## config.mk

```make
export PLATFORM = sky130hd
export DESIGN_NAME = rji_init
export DESIGN_NICKNAME = d
export VERILOG_FILES = /design/src/rji_pkg.sv /design/src/rji_buf.sv /design/src/rji_init.sv
export SDC_FILE = /design/constraint.sdc
export NUM_CORES = 1
export LEC_CHECK = 0
export BUFFER_PORTS_ARGS = -buffer_cell sky130_fd_sc_hd__buf_2
export CAP_MARGIN = 5
export CORE_MARGIN = 5
export CORE_UTILIZATION = 56
export DETAILED_ROUTE_END_ITERATION = 10
export PLACE_DENSITY = 0.81
export SYNTH_ARGS = -nofsm -noshare
export SYNTH_HDL_FRONTEND = slang
export SYNTH_SLANG_ARGS = --single-unit
```

## constraint.sdc

```tcl
create_clock -name CLK -period 5.8 [get_ports CLK]
set_input_delay 0.87 -clock CLK [delete_from_list [all_inputs] [get_ports CLK]]
set_output_delay 0.87 -clock CLK [all_outputs]
set_load 0.05 [all_outputs]
```

## src/rji_pkg.sv

```systemverilog
// Purpose: Shared constants and types for the JTAG RAM initialisation interface.
// Assumes: A 250 MHz system clock samples every signal of the user TAP macro.
// Notes:   Opcodes and sizes are plain defaults that a design adapts to its memories.
package rji_pkg;

   // -----------------------------------------------------------------------
   // Sizes
   // -----------------------------------------------------------------------
   localparam int DATA_W = 4;
   localparam int ADDR_W = 2;
   localparam int NBLK   = 4;
   localparam int IR_W   = 8;
   localparam int BUF_DEPTH = 2;

   // -----------------------------------------------------------------------
   // Instruction opcodes
   // -----------------------------------------------------------------------
   localparam logic [IR_W-1:0] OP_START = 8'h22;
   localparam logic [IR_W-1:0] OP_ADDR  = 8'h24;
   localparam logic [IR_W-1:0] OP_BLK0  = 8'h30;

   // -----------------------------------------------------------------------
   // Reset values and timing
   // -----------------------------------------------------------------------
   localparam logic [ADDR_W-1:0] ADDR_PRESET = 2'h3;
   localparam logic [ADDR_W-1:0] ADDR_LAST   = 2'h3;
   localparam logic [NBLK-1:0]   RING_RESET  = 4'h1;
   localparam int CLK_PERIOD_NS  = 4;
   localparam int WCLK_SETUP_NS  = 16;
   localparam int WCLK_SETUP_CYC = (WCLK_SETUP_NS + CLK_PERIOD_NS - 1) / CLK_PERIOD_NS;
   localparam logic [2:0] SETUP_LOAD = 3'(WCLK_SETUP_CYC - 1);

   // -----------------------------------------------------------------------
   // Types
   // -----------------------------------------------------------------------
   typedef struct packed {
      logic [IR_W-1:0] instr;
      logic            shift;
      logic            update;
      logic            tdi;
      logic            drck;
   } rji_link_t;

   typedef struct packed {
      logic              is_addr;
      logic              direct;
      logic [1:0]        blk;
      logic [DATA_W-1:0] word;
   } rji_entry_t;

   typedef struct packed {
      logic [DATA_W-1:0] data;
      logic [ADDR_W-1:0] addr;
      logic [NBLK-1:0]   wen;
   } rji_ram_t;

   typedef enum logic {
      WS_IDLE  = 1'b0,
      WS_SETUP = 1'b1
   } rji_wstate_t;

endpackage

```

## src/rji_buf.sv

```systemverilog
// Purpose: Two-entry buffer between the word capture and the RAM write stage.
// Assumes: Push and pop are single-cycle handshakes on CLK.
// Notes:   in_ready falls only when both entries hold a word.
module rji_buf
   import rji_pkg::*;
#(
   parameter int W     = 8,
   parameter int DEPTH = 2
)(
   input  wire logic         CLK,
   input  wire logic         RST,
   input  wire logic         IN_VALID,
   output logic              IN_READY,
   input  wire logic [W-1:0] IN_DATA,
   output logic              OUT_VALID,
   input  wire logic         OUT_READY,
   output logic [W-1:0]      OUT_DATA
);
   logic [W-1:0] mem_ff [DEPTH];
   logic [W-1:0] nxt_mem [DEPTH];
   logic         wp_ff, rp_ff, nxt_wp, nxt_rp;
   logic [1:0]   cnt_ff, nxt_cnt;
   logic         push, pop;

   assign IN_READY  = (cnt_ff != 2'(DEPTH));
   assign OUT_VALID = (cnt_ff != 2'h0);
   assign OUT_DATA  = mem_ff[rp_ff];
   assign push      = IN_VALID && IN_READY;
   assign pop       = OUT_VALID && OUT_READY;

   always_comb
   begin
      nxt_mem = mem_ff;
      nxt_wp  = wp_ff;
      nxt_rp  = rp_ff;
      nxt_cnt = cnt_ff;
      if (push)
      begin
         nxt_mem[wp_ff] = IN_DATA;
         nxt_wp         = ~wp_ff;
      end
      if (pop)
      begin
         nxt_rp = ~rp_ff;
      end
      nxt_cnt = 2'(cnt_ff + {1'b0, push} - {1'b0, pop});
   end

   always_ff @(posedge CLK)
   begin
      mem_ff <= nxt_mem;
      if (RST)
      begin
         wp_ff  <= 1'b0;
         rp_ff  <= 1'b0;
         cnt_ff <= 2'h0;
      end
      else
      begin
         wp_ff  <= nxt_wp;
         rp_ff  <= nxt_rp;
         cnt_ff <= nxt_cnt;
      end
   end

endmodule // rji_buf

```

## src/rji_init.sv

```systemverilog
// Purpose: Loads serial JTAG data words into RAM blocks with counted addresses.
// Assumes: All link inputs are asynchronous to CLK and change far slower than it.
// Notes:   RAM_WCLK rises (or falls, with WCLK_FALL) once per written word.
module rji_init
   import rji_pkg::*;
(
   input  wire logic       CLK,
   input  wire logic       RST,
   input  wire rji_link_t  LINK_IN,
   input  wire logic       WCLK_FALL,
   input  wire logic       SHARE_ALL,
   input  wire logic       RAM_READY,
   output rji_ram_t        RAM_OUT,
   output logic            RAM_WCLK,
   output logic            LINK_READY,
   output logic            OVERRUN
);

   // -----------------------------------------------------------------------
   // Functions
   // -----------------------------------------------------------------------
   function automatic logic is_blk_op(input logic [IR_W-1:0] op);
      return (op >= OP_BLK0) && (op < 8'(OP_BLK0 + NBLK));
   endfunction

   function automatic logic is_write_op(input logic [IR_W-1:0] op);
      return (op == OP_START) || is_blk_op(op);
   endfunction

   // -----------------------------------------------------------------------
   // Link synchroniser
   // -----------------------------------------------------------------------
   rji_link_t link_meta_ff, link_ff;
   logic      drck_d_ff, upd_d_ff;
   logic      drck_rise, upd_rise;

   always_ff @(posedge CLK)
   begin
      if (RST)
      begin
         link_meta_ff <= '0;
         link_ff      <= '0;
         drck_d_ff    <= 1'b0;
         upd_d_ff     <= 1'b0;
      end
      else
      begin
         link_meta_ff <= LINK_IN;
         link_ff      <= link_meta_ff;
         drck_d_ff    <= link_ff.drck;
         upd_d_ff     <= link_ff.update;
      end
   end

   assign drck_rise = link_ff.drck && !drck_d_ff;
   assign upd_rise  = link_ff.update && !upd_d_ff;

   // -----------------------------------------------------------------------
   // Serial shift register and word capture
   // -----------------------------------------------------------------------
   logic [DATA_W-1:0] sr_ff, nxt_sr;
   logic              ovr_ff, nxt_ovr;
   rji_entry_t        push_ent;
   logic              push_valid, buf_in_ready;

   always_comb
   begin
      nxt_sr  = sr_ff;
      nxt_ovr = ovr_ff;
      if (drck_rise && link_ff.shift)
      begin
         nxt_sr = {link_ff.tdi, sr_ff[DATA_W-1:1]};
      end
      if (push_valid && !buf_in_ready)
      begin
         nxt_ovr = 1'b1;
      end
   end

   always_ff @(posedge CLK)
   begin
      if (RST)
      begin
         sr_ff  <= '0;
         ovr_ff <= 1'b0;
      end
      else
      begin
         sr_ff  <= nxt_sr;
         ovr_ff <= nxt_ovr;
      end
   end

   // A word is taken only under an opcode that means something to this block.
   assign push_valid = upd_rise && (is_write_op(link_ff.instr) || link_ff.instr == OP_ADDR);
   always_comb
   begin
      push_ent.is_addr = (link_ff.instr == OP_ADDR);
      push_ent.direct  = is_blk_op(link_ff.instr);
      push_ent.blk     = 2'(link_ff.instr - OP_BLK0);
      push_ent.word    = sr_ff;
   end

   rji_entry_t buf_ent;
   logic       buf_valid, pop;

   rji_buf #(
      .W     ($bits(rji_entry_t)),
      .DEPTH (BUF_DEPTH)
   ) u_buf (
      .CLK       (CLK),
      .RST       (RST),
      .IN_VALID  (push_valid),
      .IN_READY  (buf_in_ready),
      .IN_DATA   (push_ent),
      .OUT_VALID (buf_valid),
      .OUT_READY (pop),
      .OUT_DATA  (buf_ent)
   );

   // -----------------------------------------------------------------------
   // Write stage: pipeline register, address counter, block select
   // -----------------------------------------------------------------------
   rji_wstate_t       state_ff, nxt_state;
   logic [2:0]        cnt_ff, nxt_cnt;
   logic [ADDR_W-1:0] addr_ff, nxt_addr;
   logic [DATA_W-1:0] data_ff, nxt_data;
   logic [NBLK-1:0]   ring_ff, nxt_ring;
   logic              started_ff, nxt_started;
   logic              wclk_ff, nxt_wclk;
   logic              direct_ff, nxt_direct;
   logic [1:0]        blk_ff, nxt_blk;
   logic              drain_ok, write_act;

   assign write_act = is_write_op(link_ff.instr);
   assign drain_ok  = write_act || (link_ff.instr == OP_ADDR);

   always_comb
   begin
      nxt_state   = state_ff;
      nxt_cnt     = cnt_ff;
      nxt_addr    = addr_ff;
      nxt_data    = data_ff;
      nxt_ring    = ring_ff;
      nxt_started = started_ff;
      nxt_wclk    = wclk_ff;
      nxt_direct  = direct_ff;
      nxt_blk     = blk_ff;
      pop         = 1'b0;
      unique case (state_ff)
         WS_IDLE:
         begin
            if (buf_valid && RAM_READY && drain_ok)
            begin
               pop = 1'b1;
               if (buf_ent.is_addr)
               begin
                  nxt_addr = ADDR_W'(buf_ent.word - 1'b1);
               end
               else
               begin
                  nxt_addr = ADDR_W'(addr_ff + 1'b1);
                  if (started_ff && addr_ff == ADDR_LAST && !buf_ent.direct)
                  begin
                     nxt_ring = {ring_ff[NBLK-2:0], ring_ff[NBLK-1]};
                  end
                  nxt_started = 1'b1;
                  nxt_data    = buf_ent.word;
                  nxt_direct  = buf_ent.direct;
                  nxt_blk     = buf_ent.blk;
                  nxt_wclk    = 1'b0;
                  nxt_cnt     = SETUP_LOAD;
                  nxt_state   = WS_SETUP;
               end
            end
         end
         WS_SETUP:
         begin
            if (cnt_ff == 3'h0)
            begin
               nxt_wclk  = 1'b1;
               nxt_state = WS_IDLE;
            end
            else
            begin
               nxt_cnt = 3'(cnt_ff - 1'b1);
            end
         end
      endcase
   end

   always_ff @(posedge CLK)
   begin
      if (RST)
      begin
         state_ff   <= WS_IDLE;
         cnt_ff     <= 3'h0;
         addr_ff    <= ADDR_PRESET;
         data_ff    <= '0;
         ring_ff    <= RING_RESET;
         started_ff <= 1'b0;
         wclk_ff    <= 1'b1;
         direct_ff  <= 1'b0;
         blk_ff     <= 2'h0;
      end
      else
      begin
         state_ff   <= nxt_state;
         cnt_ff     <= nxt_cnt;
         addr_ff    <= nxt_addr;
         data_ff    <= nxt_data;
         ring_ff    <= nxt_ring;
         started_ff <= nxt_started;
         wclk_ff    <= nxt_wclk;
         direct_ff  <= nxt_direct;
         blk_ff     <= nxt_blk;
      end
   end

   // -----------------------------------------------------------------------
   // Outputs
   // -----------------------------------------------------------------------
   logic [NBLK-1:0] sel;

   always_comb
   begin
      if (SHARE_ALL)
      begin
         sel = '1;
      end
      else if (direct_ff)
      begin
         sel = NBLK'(1) << blk_ff;
      end
      else
      begin
         sel = ring_ff;
      end
   end

   assign RAM_OUT = '{data: data_ff,
                      addr: addr_ff,
                      wen:  (write_act && started_ff) ? sel : 4'h0};
   assign RAM_WCLK     = wclk_ff ^ WCLK_FALL;
   assign LINK_READY   = buf_in_ready;
   assign OVERRUN      = ovr_ff;
endmodule // rji_init

```

== Word level (Yosys, flattened, before mapping) ==
Cells that the tools add are included.
Widths: inputs -> output; s select.

* Register bits: 70
* Output and inout port bits: 13

* $add $sub $neg: 6
* Magnitude comparators: 5
* Equality and inequality tests: 8
* Shift operators: 1
* Muxes and demuxes: 24
* Bitwise operators: 7
* Reductions and logical operators: 27

{| class="wikitable"
|+ Operators with widths
! kind !! number
|-
| $mux 8 || 4
|-
| $bwmux 16 || 1
|-
| $eq 8x6->1 const B || 2
|-
| $logic_and 1x1->1 || 14
|-
| $mux 4 || 3
|-
| $mux 3 || 3
|-
| $reduce_and 3->1 || 3
|-
| $demux 8 s1 || 1
|-
| $ge 8x6->1 const B || 1
|-
| $lt 8x6->1 const B || 1
|-
| $mux 1 || 8
|-
| $ne 2x2->1 const B || 4
|-
| $pmux 3 s2 || 1
|-
| $ge 2x2->1 const B || 2
|-
| $logic_not 1->1 || 4
|-
| $not 1->1 || 4
|-
| $not 1->2 || 2
|-
| $pmux 1 s2 || 2
|-
| $reduce_and 4->1 || 1
|-
| $shl 1x2->4 const A || 1
|-
| $sub 2x1->2 const B || 2
|-
| $logic_not 3->1 || 1
|-
| $sub 3x1->3 const B || 1
|-
| $add 2x1->2 || 1
|-
| 10 further kinds || 11
|}

== Depth between registers and ports, before layout ==
* Depth in word-level cells: 9
* Depth in mapped cells: 11
* Gate-level depth less buffers: 9

== Modules after synthesis ==
A second synthesis with hierarchy kept.

* Cell total of the unflattened synthesis: 231
* Area, all modules: 2,686.3 um^2

{| class="wikitable"
|+ By module, submodules not included
! module !! instances !! cells an instance !! area an instance (um^2)
|-
| rji_init || 1 || 183 || 1,876.8
|-
| rji_buf || 1 || 48 || 809.5
|}

== Least setup slack after synthesis ==
Ideal clock, no wire load.

* Kind: register -> output
* Start point: reg link_ff[11] (netlist bit)
* End point: out RAM_OUT[0] (netlist bit)
* Arrival: 1.960 ns
* Data required time: 4.930 ns
* Setup slack: 2.970 ns
* Stages on the path, launching flop included: 6
* Path buffers: 1
* Cell sequence: dfxtp_1 -> or4b_1 -> buf_2 -> nor2_1 -> o211ai_1 -> a21oi_1

{| class="wikitable"
|+ RTL lines
! what !! RTL line !! text
|-
| start, declared || rji_init.sv:33 || <nowiki>rji_link_t link_meta_ff, link_ff;</nowiki>
|-
| start signal, assigned || rji_init.sv:49 || <nowiki>link_ff <= link_meta_ff;</nowiki>
|-
| end, declared || rji_init.sv:13 || <nowiki>output rji_ram_t RAM_OUT,</nowiki>
|}

==> metrics <==
Slew Viols, Final 0; most frequent cells in the layout dfxtp_1 (54), nor2b_1 (30), buf_2 (29), mux2i_1 (17), edfxtp_1 (16); Routed WL 4.56 mm; Max VDD drop 0.175 mV; outcome finished clean; Slowest cell on crit path or4b_1; syn_nets 251; Yosys top cell by area dfxtp_1; Gate power share 3.2%; Crit path max-delay family simple AND/OR/NAND/NOR gates; Max Cap Viol 0; TritonCTS Buffers 9; Die Width 78.7 microns; Fin. Hold Viols 0; num rows 25; Pwr Total 902 uW; Crit Path Class reg2out; gr usage total 17.1%; vias in the first global route 1756; Worst setup SP type flop; multi-input logic area 1010 sq um; CORE AREA 4660 sq um; antenna violations before repair 0; RD Place Congestion 0.747; Synth Register Bits 70; ys async rst share 0%; Post-Synthesis Cells 229; Worst Path Buf+Inv 1; final setup violating endpoints 0; CTS tree built; drt drc 0; endpoint class of the critical path primary output; htree depth 3; slowest stage delay, CP 0.66 ns; Final Hold Slack 0.437 ns; Crit Path Max Fanout 5; post-CTS setup buffers 0; CTS Root Cell clkbuf_8; GRT Residual Overflow 0; drt wl/cell 14.3 microns; RSZ-0062 raised after global routing false; Die ar. 6200 sq um; Max Clock Skew 0.00559 ns; critical path arrival 2.08 ns; sequential power share 56.2%; Static Leak 0.00117 uW; fmax 0.339 GHz; top-area cell type share of the netlist area 40.9%; Critical Path, Cell by Cell or4b_1, nor2_1, o211ai_1, a21oi_1, buf_2; P_int 712 uW; # IOs 30; die height 78.7 microns; Avg Inst Size Synth 11.6 sq um; Slew @ Worst Pin 0.836 ns; Vias per Instance 5.37; Seq/Total Area, Yosys 59.0%; Clk pin slew, worst setup/hold paths 0.07 ns; setup TNS 0 ns; post-cts sizing count 0; relative slew slack 42.6%; initial core utilization 56.8%; initial drt markers 137; worst endpoint required time 4.93 ns; # fillers 367; main flop type after synthesis dfxtp_1; Mapped Area 2650 sq um; Synth area leaders dfxtp_1 (41%), edfxtp_1 (18%), nor2b_1 (7.1%), mux2i_1 (6.4%), ha_1 (2.4%); Psw 190 uW; largest net degree at the start of global routing 51; Skew-Pair Late Insertion Delay 0.33 ns; Ys Warns 0; fin crit period 2.95 ns; area growth from synthesis to layout 13.7%; switching share of power 21.1%; Distinct cells, synth 38; Clock Power Share 40.6%; n_diodes 0; layout cells sized above 1 19.2%; First-pass DRT Iterations 4; first-pass GRT wire length 8.05 mm; Final nets 282; commonest non-fill, non-tap cell in the layout dfxtp_1; clock sink count 70; PD cells 300 nW/um^2; number of enable flip-flop cells after synthesis 16; hold bufs inserted after CTS 0; storage element area 1560 sq um; DP Wirelength 3.07 mm; Worst Hold Class reg2reg; antenna-violating nets left 0; Period Utilization, post-route 50.9%; Max Buffers Root-to-Sink 2; via count 1714; PortBufs 29
==> final cells by class <==
type                    count  share of cell area (%)
flip-flops and latches     70                    51.9
multi-input cells         141                    33.5
repair buffers             30                    5.07
clock buffers               9                    4.12
well taps                  54                    2.25
clock inverters             7                    2.16
inverters                   8                   0.998
==> sequential cells by signal, indices dropped and copies added, names as in the netlist, 2 cells and up <==
register      cells
link_meta_ff     12
data_ff           4
link_ff          12
u_buf.cnt_ff      2
sr_ff             4
addr_ff           2
cnt_ff            3
u_buf.mem_ff     16
ring_ff           4
blk_ff            2
==> logic make-up (layout without fill, tap and decap cells) <==
| group | after synthesis | after routing | share of synthesized area (%) |
|---|---|---|---|
| compound gates | 37 | 37 | 9.08 |
| xor+xnor | 4 | 4 | 1.32 |
| fa+ha+maj | 5 | 5 | 2.37 |
| buf+inv | 18 | 54 | 2.89 |
| flops | 70 | 70 | 59.0 |
| mux | 19 | 19 | 7.28 |
| simple gates | 76 | 76 | 18.0 |
==> routing by layer <==
layer	global-route usage (%)	part of all wire, %
met2	27.0	50
met4	10.5	2.0
met3	5.56	5.2
met1	20.2	43
met5	0	0
==> Yosys cell counts (2+ instances only) <==
master	n
dfxtp_1	54
nor2b_1	30
mux2i_1	17
edfxtp_1	16
nor2_1	15
a21oi_1	10
a31oi_1	9
clkbuf_1	8
inv_1	8
a211oi_1	7
nand2_1	6
ha_1	5
nand3_1	5
nand3b_1	3
o21ai_0	3
a221o_1	2
and2_1	2
and3_1	2
mux2_2	2
nand2b_1	2
nor3_4	2
or3_1	2
or4b_1	2
xnor2_1	2
xor2_1	2
==> stage by stage <==
step	setup WS, ns	util, %	std cells	instance area, sq um
after floorplan	2.97	-	229	2650
after global placement	3.21	60.5	303	2820
after detailed placement	3.08	60.5	303	2820
after CTS	2.82	64.5	319	3010
after global routing	2.63	64.5	319	3010
final	2.85	64.5	319	3010
==> worst paths after layout <==
check,from,end,slack [ns],cells past startpoint
setup / recovery,link_ff[11],RAM_OUT[1],2.85,5
hold / removal,link_meta_ff[1],link_ff[1],0.44,1
setup reg to reg,link_ff[11],u_buf.cnt_ff[1],3.05,9
hold reg to reg,link_meta_ff[1],link_ff[1],0.44,1
==> power by group through the flow <==
stage,logic (uW),clock network (uW),registers (uW)
detailed placement,29.0,0,518
finish,28.7,366,507
global placement,28.1,0,518
floorplan,20.0,0,517
global route,32.6,399,508
CTS,29.2,376,507
No activity file was read; power rests on OpenSTA's default activity.
